==> config.mk <==
export PLATFORM = sky130hd
export DESIGN_NAME = mtio_io
export DESIGN_NICKNAME = d
export VERILOG_FILES = /design/src/rtl/mtio_pkg.sv /design/src/rtl/mtio_io.sv
export SDC_FILE = /design/constraint.sdc
export NUM_CORES = 1
export LEC_CHECK = 0
export ABC_AREA = 1
export BUFFER_PORTS_ARGS = -buffer_cell sky130_fd_sc_hd__buf_2
export CAP_MARGIN = 25
export CORE_MARGIN = 3
export CORE_UTILIZATION = 25
export CTS_CLUSTER_DIAMETER = 100
export CTS_CLUSTER_SIZE = 30
export DETAILED_ROUTE_END_ITERATION = 10
export MAX_ROUTING_LAYER = met4
export PLACE_DENSITY = 0.5
export SLEW_MARGIN = 20
export SYNTH_ARGS = -nofsm -noshare
export SYNTH_HDL_FRONTEND = slang
export SYNTH_SLANG_ARGS = --single-unit
==> constraint.sdc <==
create_clock -name clk -period 0.8 [get_ports clk]
set_input_delay 0.08 -clock clk [delete_from_list [all_inputs] [get_ports clk]]
set_output_delay 0.08 -clock clk [all_outputs]
set_load 0.01 [all_outputs]
==> src/rtl/mtio_pkg.sv <==
// Package for the motion task I/O interface: constants and carrier structs
package mtio_pkg;
    localparam int         TASK_NUM_W      = 8;
    localparam int         NUM_POS_REG     = 6;
    localparam logic [7:0] TASK_NUM_RESET  = 8'h00;
    localparam logic       SEQ_OUT_RESET   = 1'b0;
    localparam logic       FERR_OUT_RESET  = 1'b1;
    localparam logic [1:0] SEQ_MODE_TOGGLE = 2'h0;
    localparam logic [1:0] SEQ_MODE_LEVEL  = 2'h1;
    localparam logic [1:0] SEQ_MODE_PREG0  = 2'h2;

    // Inputs from the controller pins and the base unit
    typedef struct packed {
        logic [TASK_NUM_W-1:0] task_num;
        logic                  following_err_clear_in;
        logic                  next_task_start_in;
        logic                  jog_start_in;
        logic                  task_resume_in;
        logic                  base_unit_task_start_in;
        logic                  base_unit_next_in;
        logic                  base_unit_resume_in;
    } mtio_pins_t;

    // Status from the drive's motion core
    typedef struct packed {
        logic                   target_in_window;
        logic                   task_started;
        logic                   sequence_first;
        logic                   sequence_active;
        logic                   following_err;
        logic                   monitor_warn;
        logic [NUM_POS_REG-1:0] preset_met;
        logic                   jog_mode_sel;
        logic signed [15:0]     jog_aux_speed;
        logic [1:0]             seq_mode;
        logic                   preg_text_cfg;
    } mtio_core_t;

    // Commands to the motion core
    typedef struct packed {
        logic                  start_task;
        logic [TASK_NUM_W-1:0] start_num;
        logic                  start_next;
        logic                  resume;
        logic                  jog_run;
        logic                  jog_abort;
        logic                  jog_dir_neg;
        logic [15:0]           jog_speed;
        logic                  warn_clear;
    } mtio_cmd_t;
endpackage : mtio_pkg

==> src/rtl/mtio_io.sv <==
// Motion task digital I/O interface of the drive
`timescale 1ns/1ps
`default_nettype none
module mtio_io (
    input  wire logic                           clk,
    input  wire logic                           rst,
    input  wire mtio_pkg::mtio_pins_t           pins,
    input  wire mtio_pkg::mtio_core_t           core,
    output var  mtio_pkg::mtio_cmd_t                 cmd,
    output logic                                target_reached_out,
    output logic                                sequence_progress_out,
    output logic                                following_err_out,
    output logic [mtio_pkg::NUM_POS_REG-1:0]    position_compare_out,
    output logic                                next_pending
);
    import mtio_pkg::*;

    localparam int NCTL = 7;
    logic [NCTL-1:0] raw, s1, s2, s3;
    logic [NCTL-1:0] rise, fall;
    logic [TASK_NUM_W-1:0] num1, num2;

    assign raw = {pins.following_err_clear_in, pins.next_task_start_in, pins.jog_start_in,
                  pins.task_resume_in, pins.base_unit_task_start_in, pins.base_unit_next_in,
                  pins.base_unit_resume_in};

    // Two-stage synchronisers and edge history per input
    genvar g;
    generate
        for (g = 0; g < NCTL; g++) begin : g_sync
            always_ff @(posedge clk) begin
                if (rst) begin
                    s1[g] <= 1'b0;
                    s2[g] <= 1'b0;
                    s3[g] <= 1'b0;
                end else begin
                    s1[g] <= raw[g];
                    s2[g] <= s1[g];
                    s3[g] <= s2[g];
                end
            end
            assign rise[g] = s2[g] & ~s3[g];
            assign fall[g] = ~s2[g] & s3[g];
        end
    endgenerate

    always_ff @(posedge clk) begin
        if (rst) begin
            num1 <= TASK_NUM_RESET;
            num2 <= TASK_NUM_RESET;
        end else begin
            num1 <= pins.task_num;
            num2 <= num1;
        end
    end

    logic clr_r, next_r, jog_r, jog_f, res_r, bstart_r, bnext_r, bres_r;
    assign clr_r    = rise[6];
    assign next_r   = rise[5];
    assign jog_r    = rise[4];
    assign jog_f    = fall[4];
    assign res_r    = rise[3];
    assign bstart_r = rise[2];
    assign bnext_r  = rise[1];
    assign bres_r   = rise[0];

    // Next-task request held until the target is reached
    logic next_req;
    assign next_req = next_r | bnext_r;
    always_ff @(posedge clk) begin
        if (rst) begin
            next_pending <= 1'b0;
        end else if (next_pending && core.target_in_window) begin
            next_pending <= 1'b0;
        end else if (next_req && !core.target_in_window) begin
            next_pending <= 1'b1;
        end
    end

    logic jog_running;
    always_ff @(posedge clk) begin
        if (rst) begin
            jog_running <= 1'b0;
        end else if (!core.jog_mode_sel || jog_f) begin
            jog_running <= 1'b0;
        end else if (jog_r) begin
            jog_running <= 1'b1;
        end
    end

    // Command outputs, one-cycle pulses except jog_run and the levels start_num, jog_dir_neg and jog_speed
    always_ff @(posedge clk) begin
        if (rst) begin
            cmd <= '0;
        end else begin
            cmd.start_task  <= bstart_r;
            cmd.start_num   <= num2;
            cmd.start_next  <= (next_pending || next_req) && core.target_in_window;
            cmd.resume      <= res_r | bres_r;
            cmd.jog_run     <= core.jog_mode_sel && (jog_running || jog_r) && !jog_f;
            cmd.jog_abort   <= core.jog_mode_sel && jog_f && jog_running;
            cmd.jog_dir_neg <= core.jog_aux_speed[15];
            cmd.jog_speed   <= core.jog_aux_speed[15] ? 16'(-core.jog_aux_speed) : 16'(core.jog_aux_speed);
            cmd.warn_clear  <= clr_r && (core.following_err || core.monitor_warn);
        end
    end

    // Status outputs
    logic seq_level;
    always_ff @(posedge clk) begin
        if (rst) begin
            seq_level <= SEQ_OUT_RESET;
        end else if (core.task_started && core.sequence_active) begin
            if (core.sequence_first) begin
                seq_level <= 1'b0;
            end else begin
                seq_level <= ~seq_level;
            end
        end
    end

    always_ff @(posedge clk) begin
        if (rst) begin
            target_reached_out    <= 1'b0;
            sequence_progress_out <= SEQ_OUT_RESET;
            following_err_out     <= FERR_OUT_RESET;
            position_compare_out  <= '0;
        end else begin
            target_reached_out <= core.target_in_window;
            following_err_out  <= ~core.following_err;
            case (core.seq_mode)
                SEQ_MODE_TOGGLE: sequence_progress_out <= seq_level;
                SEQ_MODE_LEVEL:  sequence_progress_out <= core.target_in_window;
                SEQ_MODE_PREG0:  sequence_progress_out <= core.preg_text_cfg & core.preset_met[0];
                default:         sequence_progress_out <= seq_level;
            endcase
            position_compare_out <= core.preset_met;
            position_compare_out[0] <= core.preg_text_cfg & core.preset_met[0];
            position_compare_out[NUM_POS_REG-1] <= core.preg_text_cfg & core.preset_met[NUM_POS_REG-1];
        end
    end

    AST_TARGET: assert property (@(posedge clk) disable iff (rst)
        core.target_in_window |=> target_reached_out)
        else $error("in-position output missed window");
    AST_NEXT_WAIT: assert property (@(posedge clk) disable iff (rst)
        cmd.start_next |-> $past(core.target_in_window))
        else $error("next task launched before target");
    AST_NEXT_GO: assert property (@(posedge clk) disable iff (rst)
        (next_pending && core.target_in_window) |=> cmd.start_next)
        else $error("pending next task not launched");
    AST_BASE_NEXT: assert property (@(posedge clk) disable iff (rst)
        (bnext_r && core.target_in_window) |=> cmd.start_next)
        else $error("base-unit next input ignored");
    AST_JOG_ABORT: assert property (@(posedge clk) disable iff (rst)
        (core.jog_mode_sel && jog_f) |=> !cmd.jog_run)
        else $error("jog not aborted on falling edge");
    AST_JOG_DIR: assert property (@(posedge clk) disable iff (rst)
        1'b1 |=> cmd.jog_dir_neg == $past(core.jog_aux_speed[15]))
        else $error("jog direction not from sign");
    AST_RESUME: assert property (@(posedge clk) disable iff (rst)
        $rose(s2[3]) |=> cmd.resume)
        else $error("restart not resumed");
    AST_START: assert property (@(posedge clk) disable iff (rst)
        $rose(s2[2]) |=> (cmd.start_task && cmd.start_num == $past(num2)))
        else $error("base start wrong");
    AST_CLEAR: assert property (@(posedge clk) disable iff (rst)
        (clr_r && core.following_err) |=> cmd.warn_clear)
        else $error("warning not cleared");
    AST_SEQ_FIRST: assert property (@(posedge clk) disable iff (rst)
        (core.task_started && core.sequence_active && core.sequence_first) |=> !seq_level)
        else $error("first sequence task not low");
    AST_SEQ_TOG: assert property (@(posedge clk) disable iff (rst)
        (core.task_started && core.sequence_active && !core.sequence_first) |=> seq_level != $past(seq_level))
        else $error("sequence output did not toggle");
    AST_PREG: assert property (@(posedge clk) disable iff (rst)
        core.preset_met[2] |=> position_compare_out[2])
        else $error("position register output low");
    AST_ONCE: assert property (@(posedge clk) disable iff (rst)
        cmd.start_next |=> !cmd.start_next)
        else $error("edge acted on twice");

    AST_SEQ_PREG0: assert property (@(posedge clk) disable iff (rst)
        (core.seq_mode == SEQ_MODE_PREG0) |=> sequence_progress_out == ($past(core.preg_text_cfg) & $past(core.preset_met[0])))
        else $error("progress output not register zero");
    AST_SEQ_LEVEL: assert property (@(posedge clk) disable iff (rst)
        (core.seq_mode == SEQ_MODE_LEVEL) |=> sequence_progress_out == $past(core.target_in_window))
        else $error("progress output not window level");
    AST_PREG_TEXT: assert property (@(posedge clk) disable iff (rst)
        !core.preg_text_cfg |=> (!position_compare_out[0] && !position_compare_out[NUM_POS_REG-1]))
        else $error("text-only register output set");
    AST_TARGET_LOW: assert property (@(posedge clk) disable iff (rst)
        !core.target_in_window |=> !target_reached_out)
        else $error("in-position output high outside window");
    AST_JOG_MODE: assert property (@(posedge clk) disable iff (rst)
        !core.jog_mode_sel |=> !cmd.jog_run)
        else $error("jog running outside jog mode");
    AST_NEXT_HOLD: assert property (@(posedge clk) disable iff (rst)
        (next_pending && !core.target_in_window) |=> (next_pending && !cmd.start_next))
        else $error("pending next task dropped or launched early");
    AST_CLEAR_NONE: assert property (@(posedge clk) disable iff (rst)
        !(core.following_err || core.monitor_warn) |=> !cmd.warn_clear)
        else $error("clear issued without warning");
    AST_BASE_RESUME: assert property (@(posedge clk) disable iff (rst)
        bres_r |=> cmd.resume)
        else $error("base-unit restart not resumed");
endmodule : mtio_io
`default_nettype wire

# Yosys cells after proc, flatten, opt, wreduce, memory -nomap -nowiden

Cells that the tools add are included.
W data, S select, Z words.

RAM bits: 0
Bits of input ports: 49
Word-level logic and storage cells: 88
Memories: 0
Bits in latches: 0
Register bits after elaboration: 80
Output and inout port bits: 41
ROM bits: 0

Add/sub/neg operators: 1
Bitwise operators: 23
Order comparisons: 0
$mul: 0
Muxes and demuxes: 3
Shift operators: 0
Divide/modulo/power cells: 0
Equal/unequal tests: 2
Reductions and logical operators: 19

Operators by type and width:

| kind                 | count |
|---|---|
| $neg A16 Y16         | 1 |
| $mux W15             | 1 |
| $not A1 Y1           | 11 |
| $and A1 B1 Y1        | 10 |
| $logic_and A1 B1 Y1  | 9 |
| $reduce_or A2 Y1     | 3 |
| $logic_or A1 B1 Y1   | 4 |
| $logic_not A1 Y1     | 3 |
| $eq A2 B1 Y1 const B | 1 |
| $eq A2 B2 Y1 const B | 1 |
| $or A1 B1 Y1         | 2 |
| $pmux W1 S2          | 1 |
| $mux W1              | 1 |

# Logic depth before layout (Yosys ltp)

Depth after elaboration: 5
Gate-level depth with buffers: 8
Gate-level depth less buffers: 8

# Least setup slack after synthesis

No wires, ideal clock.

Path kind: input port to flip-flop
Start: input core[3] (netlist name)
End: register cmd[13] (netlist name)
Library setup time: 0.115 ns
Arrival time: 0.744 ns
Required time: 0.685 ns
Buffers on the path: 0
Slack: -0.059 ns
Stages on the path: 7
Cells stage by stage: inv_1 > ha_1 > nand2_2 > nor2_2 > nand3_1 > a21oi_1 > nor2_1

Cells in the longest elaborated chain, start to end: 2

RTL lines:

| element         | RTL line       | text |
|---|---|---|
| start, declared | mtio_io.sv:8   | `input wire mtio_pkg::mtio_core_t core,` |
| $neg A16 Y16    | mtio_io.sv:103 | `cmd.jog_speed <= core.jog_aux_speed[15] ? 16'(-core.jog_aux_speed) : 16'(core.jog_aux_speed);` |
| $mux W15        | mtio_io.sv:103 |  |
| end, declared   | mtio_io.sv:9   | `output var mtio_pkg::mtio_cmd_t cmd,` |

Every way passes these cells.
A chain may end at the register's enable or synchronous reset.

# Worst setup path in the final report

Start: register next_pending
End: output next_pending

RTL lines:

| element                | RTL line      | text |
|---|---|---|
| start, declared        | mtio_io.sv:14 | `output logic next_pending` |
| start signal, assigned | mtio_io.sv:72 | `next_pending <= 1'b0;` |
| start signal, assigned | mtio_io.sv:74 | `next_pending <= 1'b0;` |
| start signal, assigned | mtio_io.sv:76 | `next_pending <= 1'b1;` |

No word-level cell between the ends.

==> flow_summary.yaml <==
timing:
  finClkSkew_ns: 0.00649
  hold-worst-slack_ns: 0.0418
  period_needed_ns: 0.867
  fin_ws_ns: -0.0670
  tightest_slew_ns: 0.285
  fmaxAchievable_ghz: 1.15
  rsz0062_at_grt: "true"
  drv_slew: 0
  finalHoldViolCount: 0
  fin_crit_sh_pct: 108
  setup_violations: 41
  maxSlewHeadroom_pct: 81.0
  finalSetupTns_ns: -2.04
clock_tree:
  clock_latency_ns: 0.34
  cts_made_buffers: 9
  clock-sinks: 80
  cts-root-buf: "clkbuf_8"
  cts_htree_levels: 3
  clk_pin_slew_ns: 0.08
  cts_tree: "yes"
  cts_setup_buffers: 0
  clockBufferDepth: 2
die:
  die_w_um: 109
  die_y_um: 109
  core_area_um2: 10400
  dieArea_um2: 12000
  start_util_pct: 25.8
  ios: 90
  rows: 37
logic_synthesis:
  synth.distinct_cells: 21
  synth.area.top_cells: "dfxtp_1 (60%), nor2_1 (10%), inv_1 (9.8%)"
  synthArstFlopShare_pct: 0
  synth_most_common_cell: "dfxtp_1"
  synth_compound_area_share_pct: 5.71
  syn_nets: 376
  synth_area_um2: 2670
  yosys.area_share.adder_pct: 1.41
  synth_warnings: 0
  synth_top_cell_area_share_pct: 60.0
  synth-edff-count: 0
  syn_area_per_cell_um2: 8.24
  synth_area_leader_cell: "dfxtp_1"
  synth_mux_area_share_pct: 0
  ys_ff_latch: 80
  synth-xor-area-share_pct: 0
  synthFlopType: "dfxtp_1"
  yosys.area_share.simple_pct: 20.9
  seq_area_frac_synth_pct: 60.0
  syn_inst: 324
  synth_top_family_by_area: "simple AND/OR/NAND/NOR gates"
  synth_commonest_cells: "dfxtp_1 (80), nor2_1 (74), inv_1 (70), nand2_1 (29), a21oi_1 (17)"
setup_path:
  worstPathMaxFanout: 2
  cp-end-kind: "output pin"
  start_kind: "register"
  reg2regPathDepth: 6
  cpPeakStageDelay_ns: 0.33
  cp_slowest_cell: "dfxtp_2"
  worstReg2RegStart: "s2[1]$_SDFF_PP0_"
  path_cells: "buf_6"
  crit_cells: 1
  worst_ep_arrival_time_ns: 0.79
  path_delay_family: "flip-flops"
  rrSetupSlack_ns: 0.04
  critical_path_class: "reg2out"
  startpoint: "next_pending$_SDFFE_PP0P_"
  timing.critical_path.buf_inv: 1
  required_ns: 0.72
worst_hold_path:
  hold_path_depth: 4
  hp-class: "in2reg"
  worstHoldStart: "core[29]"
finish:
  postLayoutCellArea_um2: 4010
  drive_gt1_share_pct: 34.0
  n_fill_cell: 1113
  nets: 513
  syn_to_final_growth_pct: 50.2
  register_area_um2: 1620
  multi_input_area_um2: 798
  diodes: 0
  fin_util_pct: 38.7
drt:
  route.vias.total: 2298
  detail_route.wl_per_cell_um: 9.87
  routed_wl_um: 5930
  drc: 0
  drt-pass1-iter-count: 4
  via_per_inst: 3.82
  postRouteAntennaNets: 0
  drt_iter0_drc: 74
pwr:
  p_leak_nw: 2.00
  swShare_pct: 24.1
  comb_power_share_pct: 11.8
  vdd_drop_max_mv: 0.917
  p_switching_w: 0.00187
  clkPwrFrac_pct: 34.0
  power_frac_seq_pct: 54.2
  p_int_w: 0.00591
  power.density_nw_per_um2: 1940
placement:
  place_area_um2: 3450
  gp_congestion: 0.792
  detailed_place_hpwl_um: 4260
  pre_cts_slack_ns: -0.242
  io_buffers: 89
grt:
  grt_max_degree: 29
  grt_use_total_pct: 10.9
  grt_pass1_vias: 2185
  grt_pass1_wl_um: 9770
  antenna_found_initial: 0
  grt-ovfl-total: 0
outcome:
  status: "finished with violations"
  failed_checks: "setup timing"
flow_run:
  drv_cap: 0
cell type report:
| cell class | count | share of cell area [%] |
|---|---|---|
| flip-flops and latches | 80 | 40.4 |
| well taps | 136 | 4.24 |
| repair buffers | 136 | 24.3 |
| clock inverters | 3 | 0.437 |
| inverters | 71 | 6.83 |
| clock buffers | 12 | 3.87 |
| multi-input cells | 163 | 19.9 |
cells in the final DEF, fill, tap and decap left out, types with 4 or more instances in the layout:
cell type      Yosys  final
nor3_1             7      7
nand3_2            1      4
dlygate4sd3_1      0     29
a21oi_1           17     16
buf_4              1     18
clkbuf_8           0     11
o21ai_0           10      8
dfxtp_1           80     66
dfxtp_2            0     13
nand3_1           12      9
inv_1             70     66
buf_6              1     12
nand2_1           29     29
nor2_1            74     72
buf_2              5     75
cells by family (layout without fill, tap and decap cells):
group,after synthesis,count (layout)
buffers and inverters,81,222
adders and majority gates,3,3
DFF,80,80
AOI/OAI and AO/OA,29,29
and+or+nand+nor,131,131
registers in the layout, summed over array words and instances (netlist names), 6 cells and up:
signal,cells
cmd,31
position_compare_out,6
s2,7
s1,7
s3,7
num2,8
num1,8
per-layer routing:
layer  part of all wire [%]  routed length, um  track usage (%)  vias to the layer above
li1                       -                  -                -                     1228
met1                     44               2600             12.5                     1005
met2                     49               2880             17.1                       55
met3                    5.5                328             2.88                       10
met4                    2.0                117             6.41                        0
met5                      0                  0                -                        -
worst paths after layout:
kind | to
worst max register to register | next_pending$_SDFFE_PP0P_
worst min register to register | cmd[0]$_SDFF_PP0_
worst min-delay path | seq_level$_SDFFE_PP0P_
worst max-delay path | next_pending
power by group through the flow:
stage / combinational (W) / clock [W] / sequential (W)
after CTS: 0.000918 / 0.00283 / 0.00422
after global routing: 0.00104 / 0.00298 / 0.00424
after global placement: 0.000771 / 0 / 0.00430
after detailed placement: 0.000782 / 0 / 0.00430
final: 0.000915 / 0.00265 / 0.00422
after floorplan: 0.000342 / 0 / 0.00435
through the flow:
stage,power [W],cells
floorplan,0.00469,324
global placement,0.00507,559
detailed placement,0.00509,559
CTS,0.00796,603
global route,0.00826,601
finish,0.00779,601
timing repair:
item	CTS	global route
hold buffers	29	0
pin swaps	0	1
setup endpoints to repair	42	46
cloned	0	0
endpoints found under the hold margin	29	0
resized for setup	17	18
Note: power is estimated with default switching activity, not from simulation.
